### src/include/drsr_pkg.sv
// Package for the drive read-only status register bank.
// Assumes a 100 MHz mclk and register reads by numeric assignment.
package drsr_pkg;

  // Register numeric assignments
  localparam logic [7:0] ADDR_ANALOG_ONE   = 8'h3a;
  localparam logic [7:0] ADDR_ANALOG_TWO   = 8'h3b;
  localparam logic [7:0] ADDR_ABS_POS      = 8'h3c;
  localparam logic [7:0] ADDR_CTRL_MODE    = 8'h3d;
  localparam logic [7:0] ADDR_VEL_STATE    = 8'h3e;
  localparam logic [7:0] ADDR_PT_STATE     = 8'h3f;
  localparam logic [7:0] ADDR_SEGMENT      = 8'h40;
  localparam logic [7:0] ADDR_MOTOR_CUR    = 8'h41;
  localparam logic [7:0] ADDR_CLAMP_PWR    = 8'h42;
  localparam logic [7:0] ADDR_STATUS_CODE  = 8'h43;
  localparam logic [7:0] ADDR_TEMPERATURE  = 8'h44;
  localparam logic [7:0] ADDR_BUS_VOLTAGE  = 8'h45;
  localparam logic [7:0] ADDR_ACT_VEL      = 8'h46;
  localparam logic [7:0] ADDR_TGT_VEL      = 8'h47;
  localparam logic [7:0] ADDR_POS_ERR      = 8'h48;
  localparam logic [7:0] ADDR_EXP_IO       = 8'h49;
  localparam logic [7:0] ADDR_PHASE_ERR    = 8'h4a;
  localparam logic [7:0] ADDR_PIN_STATUS   = 8'h39;

  // Pin layout variants
  localparam logic [1:0] LAYOUT_EIGHT_IN   = 2'h0;
  localparam logic [1:0] LAYOUT_PULSE_IN   = 2'h1;
  localparam logic [1:0] LAYOUT_FOUR_IN    = 2'h2;

  // Pin status field positions
  localparam int EIGHT_IN_LSB   = 0;
  localparam int EIGHT_OUT_LSB  = 8;
  localparam int EIGHT_IDX_BIT  = 12;
  localparam int PULSE_IDX_BIT  = 0;
  localparam int PULSE_STEP_BIT = 1;
  localparam int PULSE_DIR_BIT  = 2;
  localparam int PULSE_EN_BIT   = 3;
  localparam int PULSE_OUT_BIT  = 8;
  localparam int FOUR_IN_LSB    = 0;
  localparam int FOUR_OUT_LSB   = 8;
  localparam int FOUR_IDX_BIT   = 14;
  localparam int EXP_IN_LSB     = 0;
  localparam int EXP_OUT_LSB    = 8;
  localparam int EXP_ID_BIT     = 15;

  // Analog converter range
  localparam logic [15:0] ANALOG_MAX  = 16'h7ff8;
  localparam logic [15:0] ANALOG_ZERO = 16'h3fff;

  // End-of-move clean-up time
  localparam int PWM_CYCLE_NS   = 62000;
  localparam int CLK_PERIOD_NS  = 10;
  localparam int PWM_CYCLES     = PWM_CYCLE_NS / CLK_PERIOD_NS;
  localparam int CNT_W          = 13;

  typedef enum logic [2:0] {
    VEL_WAITING, VEL_RUNNING, VEL_FAST_STOP, VEL_CTRL_STOP, VEL_ENDING
  } drsr_vel_e;

  typedef enum logic [3:0] {
    PT_WAITING, PT_BRAKE_WAIT, PT_CALC, PT_ACCEL, PT_CHANGE_VEL,
    PT_AT_VEL, PT_DECEL, PT_FAST_DECEL, PT_POSITIONING
  } drsr_pt_e;

  // Halt command encodings
  localparam logic [2:0] HALT_NONE        = 3'h0;
  localparam logic [2:0] HALT_PLAIN       = 3'h1;
  localparam logic [2:0] HALT_FLUSH       = 3'h2;
  localparam logic [2:0] HALT_JOG         = 3'h3;
  localparam logic [2:0] HALT_DECEL       = 3'h4;
  localparam logic [2:0] HALT_DECEL_FLUSH = 3'h5;

endpackage : drsr_pkg

### src/rtl/drsr_bank.sv
// Read-only status register bank of a motion drive, with move sequencers.
// Assumes register queries arrive already decoded from the serial link,
// and all inputs are synchronous to mclk.
// How it works
// - Eight-input layout: inputs bits 0-7, outputs 8-11, index bit 12.
// - Input and index bits read 1 when open, 0 when closed.
// - Output bits read 1 when closed, 0 when open.
// - Pulse layout: index 0, step 1, direction 2, enable 3, output 8.
// - Four-input layout: inputs 0-3, outputs 8-9, index bit 14.
// - Analog registers hold raw counts 0 to 32760, 16383 is zero volts.
// - Velocity state: waiting, running, fast stop, controlled stop, ending.
// - Ending or positioning state lasts exactly one 62 us PWM cycle.
// - Plain halts give fast stop; jog or decel halts give controlled stop.
// - Point state codes 0 to 8, waiting through positioning.
// - Point sequencer waits in state 1 until the brake releases.
// - Point state only meaningful during feed moves.
// - Stepper target velocity updates only with stall detection or prevention.
// - Expanded word: inputs 0-7, outputs 8-11, open reads 1, 12-14 zero.
// - Expanded word bit 15 is 1 when the expansion board is fitted.
// - Short registers 16 bits, long registers 32 bits, signed.

`timescale 1ns/1ps

module drsr_bank (
  // Clock and reset
  input  wire logic        mclk,
  input  wire logic        sys_rst,
  input  wire logic        clk_en,
  // Configuration
  input  wire logic [1:0]  pin_layout,
  input  wire logic        is_stepper,
  input  wire logic        stall_guard_on,
  input  wire logic        expansion_fitted,
  // Pin levels, 1 means closed
  input  wire logic [7:0]  input_closed,
  input  wire logic [3:0]  output_closed,
  input  wire logic        index_closed,
  input  wire logic        step_closed,
  input  wire logic        dir_closed,
  input  wire logic        enable_closed,
  input  wire logic [7:0]  top_input_closed,
  input  wire logic [3:0]  top_output_closed,
  // Measured values
  input  wire logic [15:0] analog_one_raw,
  input  wire logic [15:0] analog_two_raw,
  input  wire logic [31:0] abs_position,
  input  wire logic [15:0] ctrl_mode,
  input  wire logic [15:0] segment_num,
  input  wire logic [15:0] motor_current,
  input  wire logic [15:0] clamp_power,
  input  wire logic [15:0] status_code,
  input  wire logic [15:0] temperature,
  input  wire logic [15:0] bus_volts,
  input  wire logic [15:0] act_velocity,
  input  wire logic [15:0] tgt_velocity,
  input  wire logic [31:0] pos_error,
  input  wire logic [15:0] phase_err,
  // Velocity move events
  input  wire logic        jog_start,
  input  wire logic [2:0]  halt_kind,
  input  wire logic        vel_stopped,
  // Point move events
  input  wire logic        feed_start,
  input  wire logic        brake_released,
  input  wire logic        calc_done,
  input  wire logic        accel_done,
  input  wire logic        speed_change,
  input  wire logic        decel_begin,
  input  wire logic        pt_stopped,
  // Register query port
  input  wire logic        rd_req,
  input  wire logic [7:0]  rd_addr,
  input  wire logic        wr_req,
  output logic             rd_valid,
  output logic [31:0]      rd_data,
  output logic             rd_err,
  output logic [3:0]       pt_state_out,
  output logic [2:0]       vel_state_out
);

  // Clamp raw converter count
  function automatic logic [15:0] clamp_adc(input logic [15:0] v);
    clamp_adc = (v > drsr_pkg::ANALOG_MAX) ? drsr_pkg::ANALOG_MAX : v;
  endfunction : clamp_adc

  // Sign-extend a short register
  function automatic logic [31:0] sx16(input logic [15:0] v);
    sx16 = {{16{v[15]}}, v};
  endfunction : sx16

  // Halt commands that stop at full rate
  function automatic logic fast_halt(input logic [2:0] k);
    fast_halt = (k == drsr_pkg::HALT_PLAIN) || (k == drsr_pkg::HALT_FLUSH);
  endfunction : fast_halt

  // Halt commands that ramp down
  function automatic logic ramp_halt(input logic [2:0] k);
    ramp_halt = (k == drsr_pkg::HALT_JOG) || (k == drsr_pkg::HALT_DECEL)
                || (k == drsr_pkg::HALT_DECEL_FLUSH);
  endfunction : ramp_halt

  drsr_pkg::drsr_vel_e vel_reg, vel_next;
  drsr_pkg::drsr_pt_e  pt_reg,  pt_next;
  logic [drsr_pkg::CNT_W-1:0] vcnt_reg, vcnt_next, pcnt_reg, pcnt_next;
  logic [15:0] tgt_vel_reg, tgt_vel_next;
  logic [15:0] pin_word, exp_word;
  logic        rd_valid_reg, rd_valid_next, rd_err_reg, rd_err_next;
  logic [31:0] rd_data_reg, rd_data_next;

  localparam logic [drsr_pkg::CNT_W-1:0] END_CNT =
    drsr_pkg::CNT_W'(drsr_pkg::PWM_CYCLES - 1);

  // Pin status word packing
  always_comb
  begin
    pin_word = 16'h0000;
    case (pin_layout)
      drsr_pkg::LAYOUT_PULSE_IN:
      begin
        pin_word[drsr_pkg::PULSE_IDX_BIT]  = ~index_closed;
        pin_word[drsr_pkg::PULSE_STEP_BIT] = ~step_closed;
        pin_word[drsr_pkg::PULSE_DIR_BIT]  = ~dir_closed;
        pin_word[drsr_pkg::PULSE_EN_BIT]   = ~enable_closed;
        pin_word[drsr_pkg::PULSE_OUT_BIT]  = output_closed[0];
      end
      drsr_pkg::LAYOUT_FOUR_IN:
      begin
        pin_word[drsr_pkg::FOUR_IN_LSB +: 4]  = ~input_closed[3:0];
        pin_word[drsr_pkg::FOUR_OUT_LSB +: 2] = output_closed[1:0];
        pin_word[drsr_pkg::FOUR_IDX_BIT]      = ~index_closed;
      end
      default:
      begin
        pin_word[drsr_pkg::EIGHT_IN_LSB +: 8]  = ~input_closed;
        pin_word[drsr_pkg::EIGHT_OUT_LSB +: 4] = output_closed;
        pin_word[drsr_pkg::EIGHT_IDX_BIT]      = ~index_closed;
      end
    endcase
  end

  // Expanded I/O word
  always_comb
  begin
    exp_word = 16'h0000;
    exp_word[drsr_pkg::EXP_IN_LSB +: 8]  = ~top_input_closed;
    exp_word[drsr_pkg::EXP_OUT_LSB +: 4] = ~top_output_closed;
    exp_word[drsr_pkg::EXP_ID_BIT]       = expansion_fitted;
  end

  // Velocity sequencer
  always_comb
  begin
    vel_next  = vel_reg;
    vcnt_next = vcnt_reg;
    case (vel_reg)
      drsr_pkg::VEL_WAITING:
        if (jog_start)
          vel_next = drsr_pkg::VEL_RUNNING;
      drsr_pkg::VEL_RUNNING:
        if (fast_halt(halt_kind))
          vel_next = drsr_pkg::VEL_FAST_STOP;
        else if (ramp_halt(halt_kind))
          vel_next = drsr_pkg::VEL_CTRL_STOP;
      drsr_pkg::VEL_FAST_STOP, drsr_pkg::VEL_CTRL_STOP:
        if (vel_stopped)
        begin
          vel_next  = drsr_pkg::VEL_ENDING;
          vcnt_next = '0;
        end
      drsr_pkg::VEL_ENDING:
      begin
        vcnt_next = vcnt_reg + 1'b1;
        if (vcnt_reg == END_CNT)
          vel_next = drsr_pkg::VEL_WAITING;
      end
      default:
        vel_next = drsr_pkg::VEL_WAITING;
    endcase
  end

  // Point-to-point sequencer
  always_comb
  begin
    pt_next   = pt_reg;
    pcnt_next = pcnt_reg;
    case (pt_reg)
      drsr_pkg::PT_WAITING:
        if (feed_start)
          pt_next = drsr_pkg::PT_BRAKE_WAIT;
      drsr_pkg::PT_BRAKE_WAIT:
        if (brake_released)
          pt_next = drsr_pkg::PT_CALC;
      drsr_pkg::PT_CALC:
        if (calc_done)
          pt_next = drsr_pkg::PT_ACCEL;
      drsr_pkg::PT_ACCEL, drsr_pkg::PT_CHANGE_VEL, drsr_pkg::PT_AT_VEL:
        if (fast_halt(halt_kind))
          pt_next = drsr_pkg::PT_FAST_DECEL;
        else if (decel_begin)
          pt_next = drsr_pkg::PT_DECEL;
        else if (speed_change)
          pt_next = drsr_pkg::PT_CHANGE_VEL;
        else if (accel_done)
          pt_next = drsr_pkg::PT_AT_VEL;
      drsr_pkg::PT_DECEL, drsr_pkg::PT_FAST_DECEL:
        if (pt_stopped)
        begin
          pt_next   = drsr_pkg::PT_POSITIONING;
          pcnt_next = '0;
        end
      drsr_pkg::PT_POSITIONING:
      begin
        pcnt_next = pcnt_reg + 1'b1;
        if (pcnt_reg == END_CNT)
          pt_next = drsr_pkg::PT_WAITING;
      end
      default:
        pt_next = drsr_pkg::PT_WAITING;
    endcase
  end

  // Target velocity capture
  always_comb
  begin
    tgt_vel_next = tgt_vel_reg;
    if (!is_stepper || stall_guard_on)
      tgt_vel_next = tgt_velocity;
  end

  // Query answer, reads have no side effect
  always_comb
  begin
    rd_valid_next = rd_req;
    rd_err_next   = 1'b0;
    rd_data_next  = rd_data_reg;
    if (rd_req)
    begin
      case (rd_addr)
        drsr_pkg::ADDR_ANALOG_ONE:  rd_data_next = sx16(clamp_adc(analog_one_raw));
        drsr_pkg::ADDR_ANALOG_TWO:  rd_data_next = sx16(clamp_adc(analog_two_raw));
        drsr_pkg::ADDR_ABS_POS:     rd_data_next = abs_position;
        drsr_pkg::ADDR_CTRL_MODE:   rd_data_next = sx16(ctrl_mode);
        drsr_pkg::ADDR_VEL_STATE:   rd_data_next = {29'h0, vel_reg};
        drsr_pkg::ADDR_PT_STATE:    rd_data_next = {28'h0, pt_reg};
        drsr_pkg::ADDR_SEGMENT:     rd_data_next = sx16(segment_num);
        drsr_pkg::ADDR_MOTOR_CUR:   rd_data_next = sx16(motor_current);
        drsr_pkg::ADDR_CLAMP_PWR:   rd_data_next = sx16(clamp_power);
        drsr_pkg::ADDR_STATUS_CODE: rd_data_next = sx16(status_code);
        drsr_pkg::ADDR_TEMPERATURE: rd_data_next = sx16(temperature);
        drsr_pkg::ADDR_BUS_VOLTAGE: rd_data_next = sx16(bus_volts);
        drsr_pkg::ADDR_ACT_VEL:     rd_data_next = sx16(act_velocity);
        drsr_pkg::ADDR_TGT_VEL:     rd_data_next = sx16(tgt_vel_reg);
        drsr_pkg::ADDR_POS_ERR:     rd_data_next = pos_error;
        drsr_pkg::ADDR_EXP_IO:      rd_data_next = sx16(exp_word);
        drsr_pkg::ADDR_PHASE_ERR:   rd_data_next = sx16(phase_err);
        drsr_pkg::ADDR_PIN_STATUS:  rd_data_next = sx16(pin_word);
        default:
        begin
          rd_data_next = 32'h0000_0000;
          rd_err_next  = 1'b1;
        end
      endcase
    end
    else if (wr_req)
    begin
      rd_valid_next = 1'b0;
    end
  end

  // Velocity sequencer state
  always_ff @(posedge mclk or posedge sys_rst)
  begin
    if (sys_rst)
    begin
      vel_reg  <= drsr_pkg::VEL_WAITING;
      vcnt_reg <= '0;
    end
    else if (clk_en)
    begin
      vel_reg  <= vel_next;
      vcnt_reg <= vcnt_next;
    end
  end

  // Point sequencer state
  always_ff @(posedge mclk or posedge sys_rst)
  begin
    if (sys_rst)
    begin
      pt_reg   <= drsr_pkg::PT_WAITING;
      pcnt_reg <= '0;
    end
    else if (clk_en)
    begin
      pt_reg   <= pt_next;
      pcnt_reg <= pcnt_next;
    end
  end

  // Held target velocity
  always_ff @(posedge mclk or posedge sys_rst)
  begin
    if (sys_rst)
    begin
      tgt_vel_reg <= 16'h0000;
    end
    else if (clk_en)
    begin
      tgt_vel_reg <= tgt_vel_next;
    end
  end

  // Query answer registers
  always_ff @(posedge mclk or posedge sys_rst)
  begin
    if (sys_rst)
    begin
      rd_valid_reg <= 1'b0;
      rd_err_reg   <= 1'b0;
      rd_data_reg  <= 32'h0000_0000;
    end
    else if (clk_en)
    begin
      rd_valid_reg <= rd_valid_next;
      rd_err_reg   <= rd_err_next;
      rd_data_reg  <= rd_data_next;
    end
  end

  assign rd_valid      = rd_valid_reg;
  assign rd_err        = rd_err_reg;
  assign rd_data       = rd_data_reg;
  assign pt_state_out  = pt_reg;
  assign vel_state_out = vel_reg;

endmodule : drsr_bank

### config.mk
export PLATFORM = sky130hd
export DESIGN_NAME = drsr_bank
export DESIGN_NICKNAME = d
export VERILOG_FILES = /design/src/include/drsr_pkg.sv /design/src/rtl/drsr_bank.sv
export SDC_FILE = /design/constraint.sdc
export NUM_CORES = 1
export LEC_CHECK = 0
export BUFFER_PORTS_ARGS = -buffer_cell sky130_fd_sc_hd__buf_2
export CAP_MARGIN = 5
export CORE_AREA = 4 4 137 139
export DETAILED_ROUTE_END_ITERATION = 12
export DIE_AREA = 0 0 141 143
export PLACE_DENSITY = 0.67
export REMOVE_ABC_BUFFERS = 1
export SLEW_MARGIN = 30
export SYNTH_ARGS = -nofsm -noshare
export SYNTH_HDL_FRONTEND = slang
export SYNTH_SLANG_ARGS = --single-unit
### constraint.sdc
create_clock -name mclk -period 4.32 [get_ports mclk]
set_input_delay 1.296 -clock mclk [delete_from_list [all_inputs] [get_ports mclk]]
set_output_delay 1.296 -clock mclk [all_outputs]
set_load 0.03 [all_outputs]
==> implementation parameters <==
Parameter                              Value

Outcome
  Outcome ... complete, no violations

Route
  Pre-Repair DR Iteration Count ... 5
  Vias after detailed routing ... 7582
  WL per Instance ... about 23 µm
  Count of nets left with antenna violations after detail routing ... 0
  Total wirelength of the detailed-routed design ... 29.8 mm
  Vias per std cell ... 5.81
  Detailed Route Iter0 Violations ... 590
  DRC violations left ... 0

Logic synthesis
  EDFF count, synth ... 0
  Combined area of all synthesized cells ... 6320 µm²
  Primary FF master, synth ... dfrtp_1
  Yosys top cell area share ... 32.9%
  FFs w/ async S/R, synth ... between 90% and 100%
  Number of storage elements in the synthesis netlist ... just over 80
  Synth top area cells ... dfrtp_1 (33%), mux2_2 (4.3%), a22oi_1 (4.2%)
  Gate count of the mapped netlist ... approximately 740
  Top cell type by total area after synthesis ... dfrtp_1
  Yosys warns ... 0
  Number of different library cells in the post-synthesis netlist ... 71
  Post-synthesis sequential area ratio ... roughly 33%
  Avg Synthesized Cell Area ... 8.59 µm²

Global route
  Total global routing overflow ... 0
  Largest net degree at the start of global routing ... 38
  Global-route wire length before repair ... ~43 mm
  Vias in the first global route ... 7262
  Antenna violations before repair ... 6
  Total global-route track usage ... about 28%

Timing
  Post-route clock skew ... 0.00981 ns
  Final-layout setup total negative slack ... 0 ns
  Final count of hold timing violations ... 0
  Unrepaired setup endpoints after global routing ... no
  Worst-case setup margin in the final layout ... between 0.8 and 0.9 ns
  Pin slew with the least headroom to its limit ... roughly 0.85 ns
  Final setup fails ... 0
  Worst rel slew slack ... 43.0%
  Final critical delay including setup and external delays ... ~3.4 ns
  Maximum achievable frequency ... 291 MHz
  Fin crit share ... 79.4%
  Max Transition Viols Final ... 0

Final layout
  Max FFs per register ... 32
  Non-Filler Instances ... about 1300
  Final layout net count ... 1386
  Area growth from synthesis to final layout ... 37.2%
  Post-route cell area ... 8670 µm²
  Final core utilization ... 49.1%
  Ratio of cells with drive above 1 in the final layout ... a little over two fifths

Clock tree
  Post-cts hold buffer count ... 0
  CTS max path bufs ... 2
  Post-CTS setup repair buffer count ... 0
  TritonCTS clock tree ... yes
  Number of sinks on the clock net ... 83
  Clock Pin Slew Worst Setup and Hold Paths ... 0.06 ns
  Htree depth ... 3
  CTS Root Buffer Type ... clkbuf_16
  Clock buffer count from CTS ... 9
  Worst-skew pair later-pin latency ... 0.35 ns
  CTS-repair resized insts ... 0

Pwr
  Peak VDD IR ... 0.283 mV
  Power per unit of standard cell area ... approximately 300 nW/µm²
  Leakage power ... 4.00 nW

Placed design
  Placed Cells ... 1285
  Number of input and output port buffers inserted ... about 350
  RD Place Congestion ... 0.925
  Pre-CTS WS ... 0.550 ns
  HPWL after detailed placement ... 23.3 mm
  DP Area ... 8350 µm²

Die
  Placeable core area ... approximately 18000 µm²
  Number of I/O pins ... 355
  Die span in x ... between 100 and 150 µm
  Die footprint ... 20200 µm²
  Die height ... between 100 and 150 µm
  Standard-cell rows ... 49
  Starting density of the core ... 35.8%

Worst setup path
  Largest fanout on the critical path ... 14
  Worst path required time ... between 4 and 5 ns
  Critical setup path kind ... in -> reg
  Endpoint class of the critical path ... flop
  CP arrival ... 3.70 ns
  Nature of the critical path startpoint ... input pin

Run
  Max_cap viols ... 0

Min path
  Hold Path Class ... reg -> reg
## cells in the mapped netlist (all sizes together) (11+ instances only)
| master | instances |
|---|---|
| a22o | 23 |
| nor3 | 20 |
| o22ai | 15 |
| a22oi | 35 |
| buf | 15 |
| nand2 | 61 |
| mux2 | 24 |
| xor2 | 15 |
| a32oi | 11 |
| nor2 | 64 |
| a21oi | 35 |
| nand3 | 35 |
| clkbuf | 43 |
| dfrtp | 83 |
| inv | 13 |
| o221a | 17 |
| o21ai | 48 |
| mux2i | 18 |
| nand2b | 12 |
## metrics by stage
stage,hold slack (ns),power (mW)
finish,0.507,2.61
global route,0.514,2.75
floorplan,0.471,1.42
CTS,0.510,2.62
global placement,0.464,1.78
detailed placement,0.494,1.79
## layout by cell type, fill, tap and decap left out, types with 8 or more instances in the layout
cell / n
o221a_1: 10
a22o_1: 23
a22oi_1: 35
xor2_1: 15
nand2b_1: 12
nor2_1: 61
clkbuf_16: 9
a32oi_1: 11
nor3_1: 19
mux2_2: 24
nand4_1: 8
dfrtp_1: 83
o22ai_1: 15
inv_1: 12
buf_2: 353
buf_4: 26
a21oi_1: 35
nand3_1: 35
o21ai_0: 41
nand2_1: 61
mux2i_1: 18
## routing by layer
| layer | GRT usage, % | routed length, µm | vias to the layer above |
|---|---|---|---|
| li1 | - | - | 3517 |
| met1 | 36.6 | 12200 | 3645 |
| met2 | 46.7 | 14200 | 358 |
| met4 | 9.03 | 722 | 4 |
| met5 | 0 | 33 | - |
| met3 | 6.03 | 2560 | 58 |
## critical path, cell delays in order
cell      delay (ns)
buf_2           0.32
inv_1           0.33
nor2_1          0.74
nand2_1         0.19
nor3_1          0.37
a222oi_1        0.24
a21oi_1         0.20
## where the power goes
part / internal, mW / total (mW) / switching, mW
logic: 0.349 / 0.789 / 0.441
clock network: 0.460 / 0.818 / 0.359
registers: 0.869 / 0.999 / 0.129
## final timing paths
kind | start | endpoint | depth (start not counted) | slack (ns)
max in group asynchronous | sys_rst | tgt_vel_reg[6] | 3 | 2.67
hold / removal | tgt_vel_reg[10] | tgt_vel_reg[10] | 1 | 0.51
setup reg to reg | pcnt_reg[6] | pt_state_out[0] | 6 | 1.99
setup / recovery | rd_addr[0] | rd_data[0] | 7 | 0.89
min in group asynchronous | sys_rst | tgt_vel_reg[3] | 2 | 0.88
hold reg to reg | tgt_vel_reg[10] | tgt_vel_reg[10] | 1 | 0.51
## layout make-up
| type | instances | area, µm² |
|---|---|---|
| Antenna cell | 5 | 12.5 |
| Clock buffer | 9 | 225 |
| Clock inverter | 7 | 82.6 |
| Fill cell | 1802 | 8990 |
| Inverter | 13 | 51.3 |
| Multi-Input combinational cell | 581 | 3970 |
| Sequential cell | 83 | 2080 |
| Tap cell | 229 | 287 |
| Timing Repair Buffer | 379 | 1960 |
## logic make-up (layout without fill, tap and decap cells)
group / after synthesis / after routing / synth area share [%]
other: 0 / 5 / 0
adder cells (fa/ha/maj): 5 / 5 / 0.990
flip-flops: 83 / 83 / 32.9
AND/OR/NAND/NOR: 260 / 260 / 21.2
AO/OA/AOI/OAI: 248 / 248 / 28.5
XOR/XNOR: 21 / 21 / 2.91
buffers and inverters: 71 / 408 / 4.56
multiplexers: 47 / 47 / 8.91
Power figures use the tool's default switching activity.
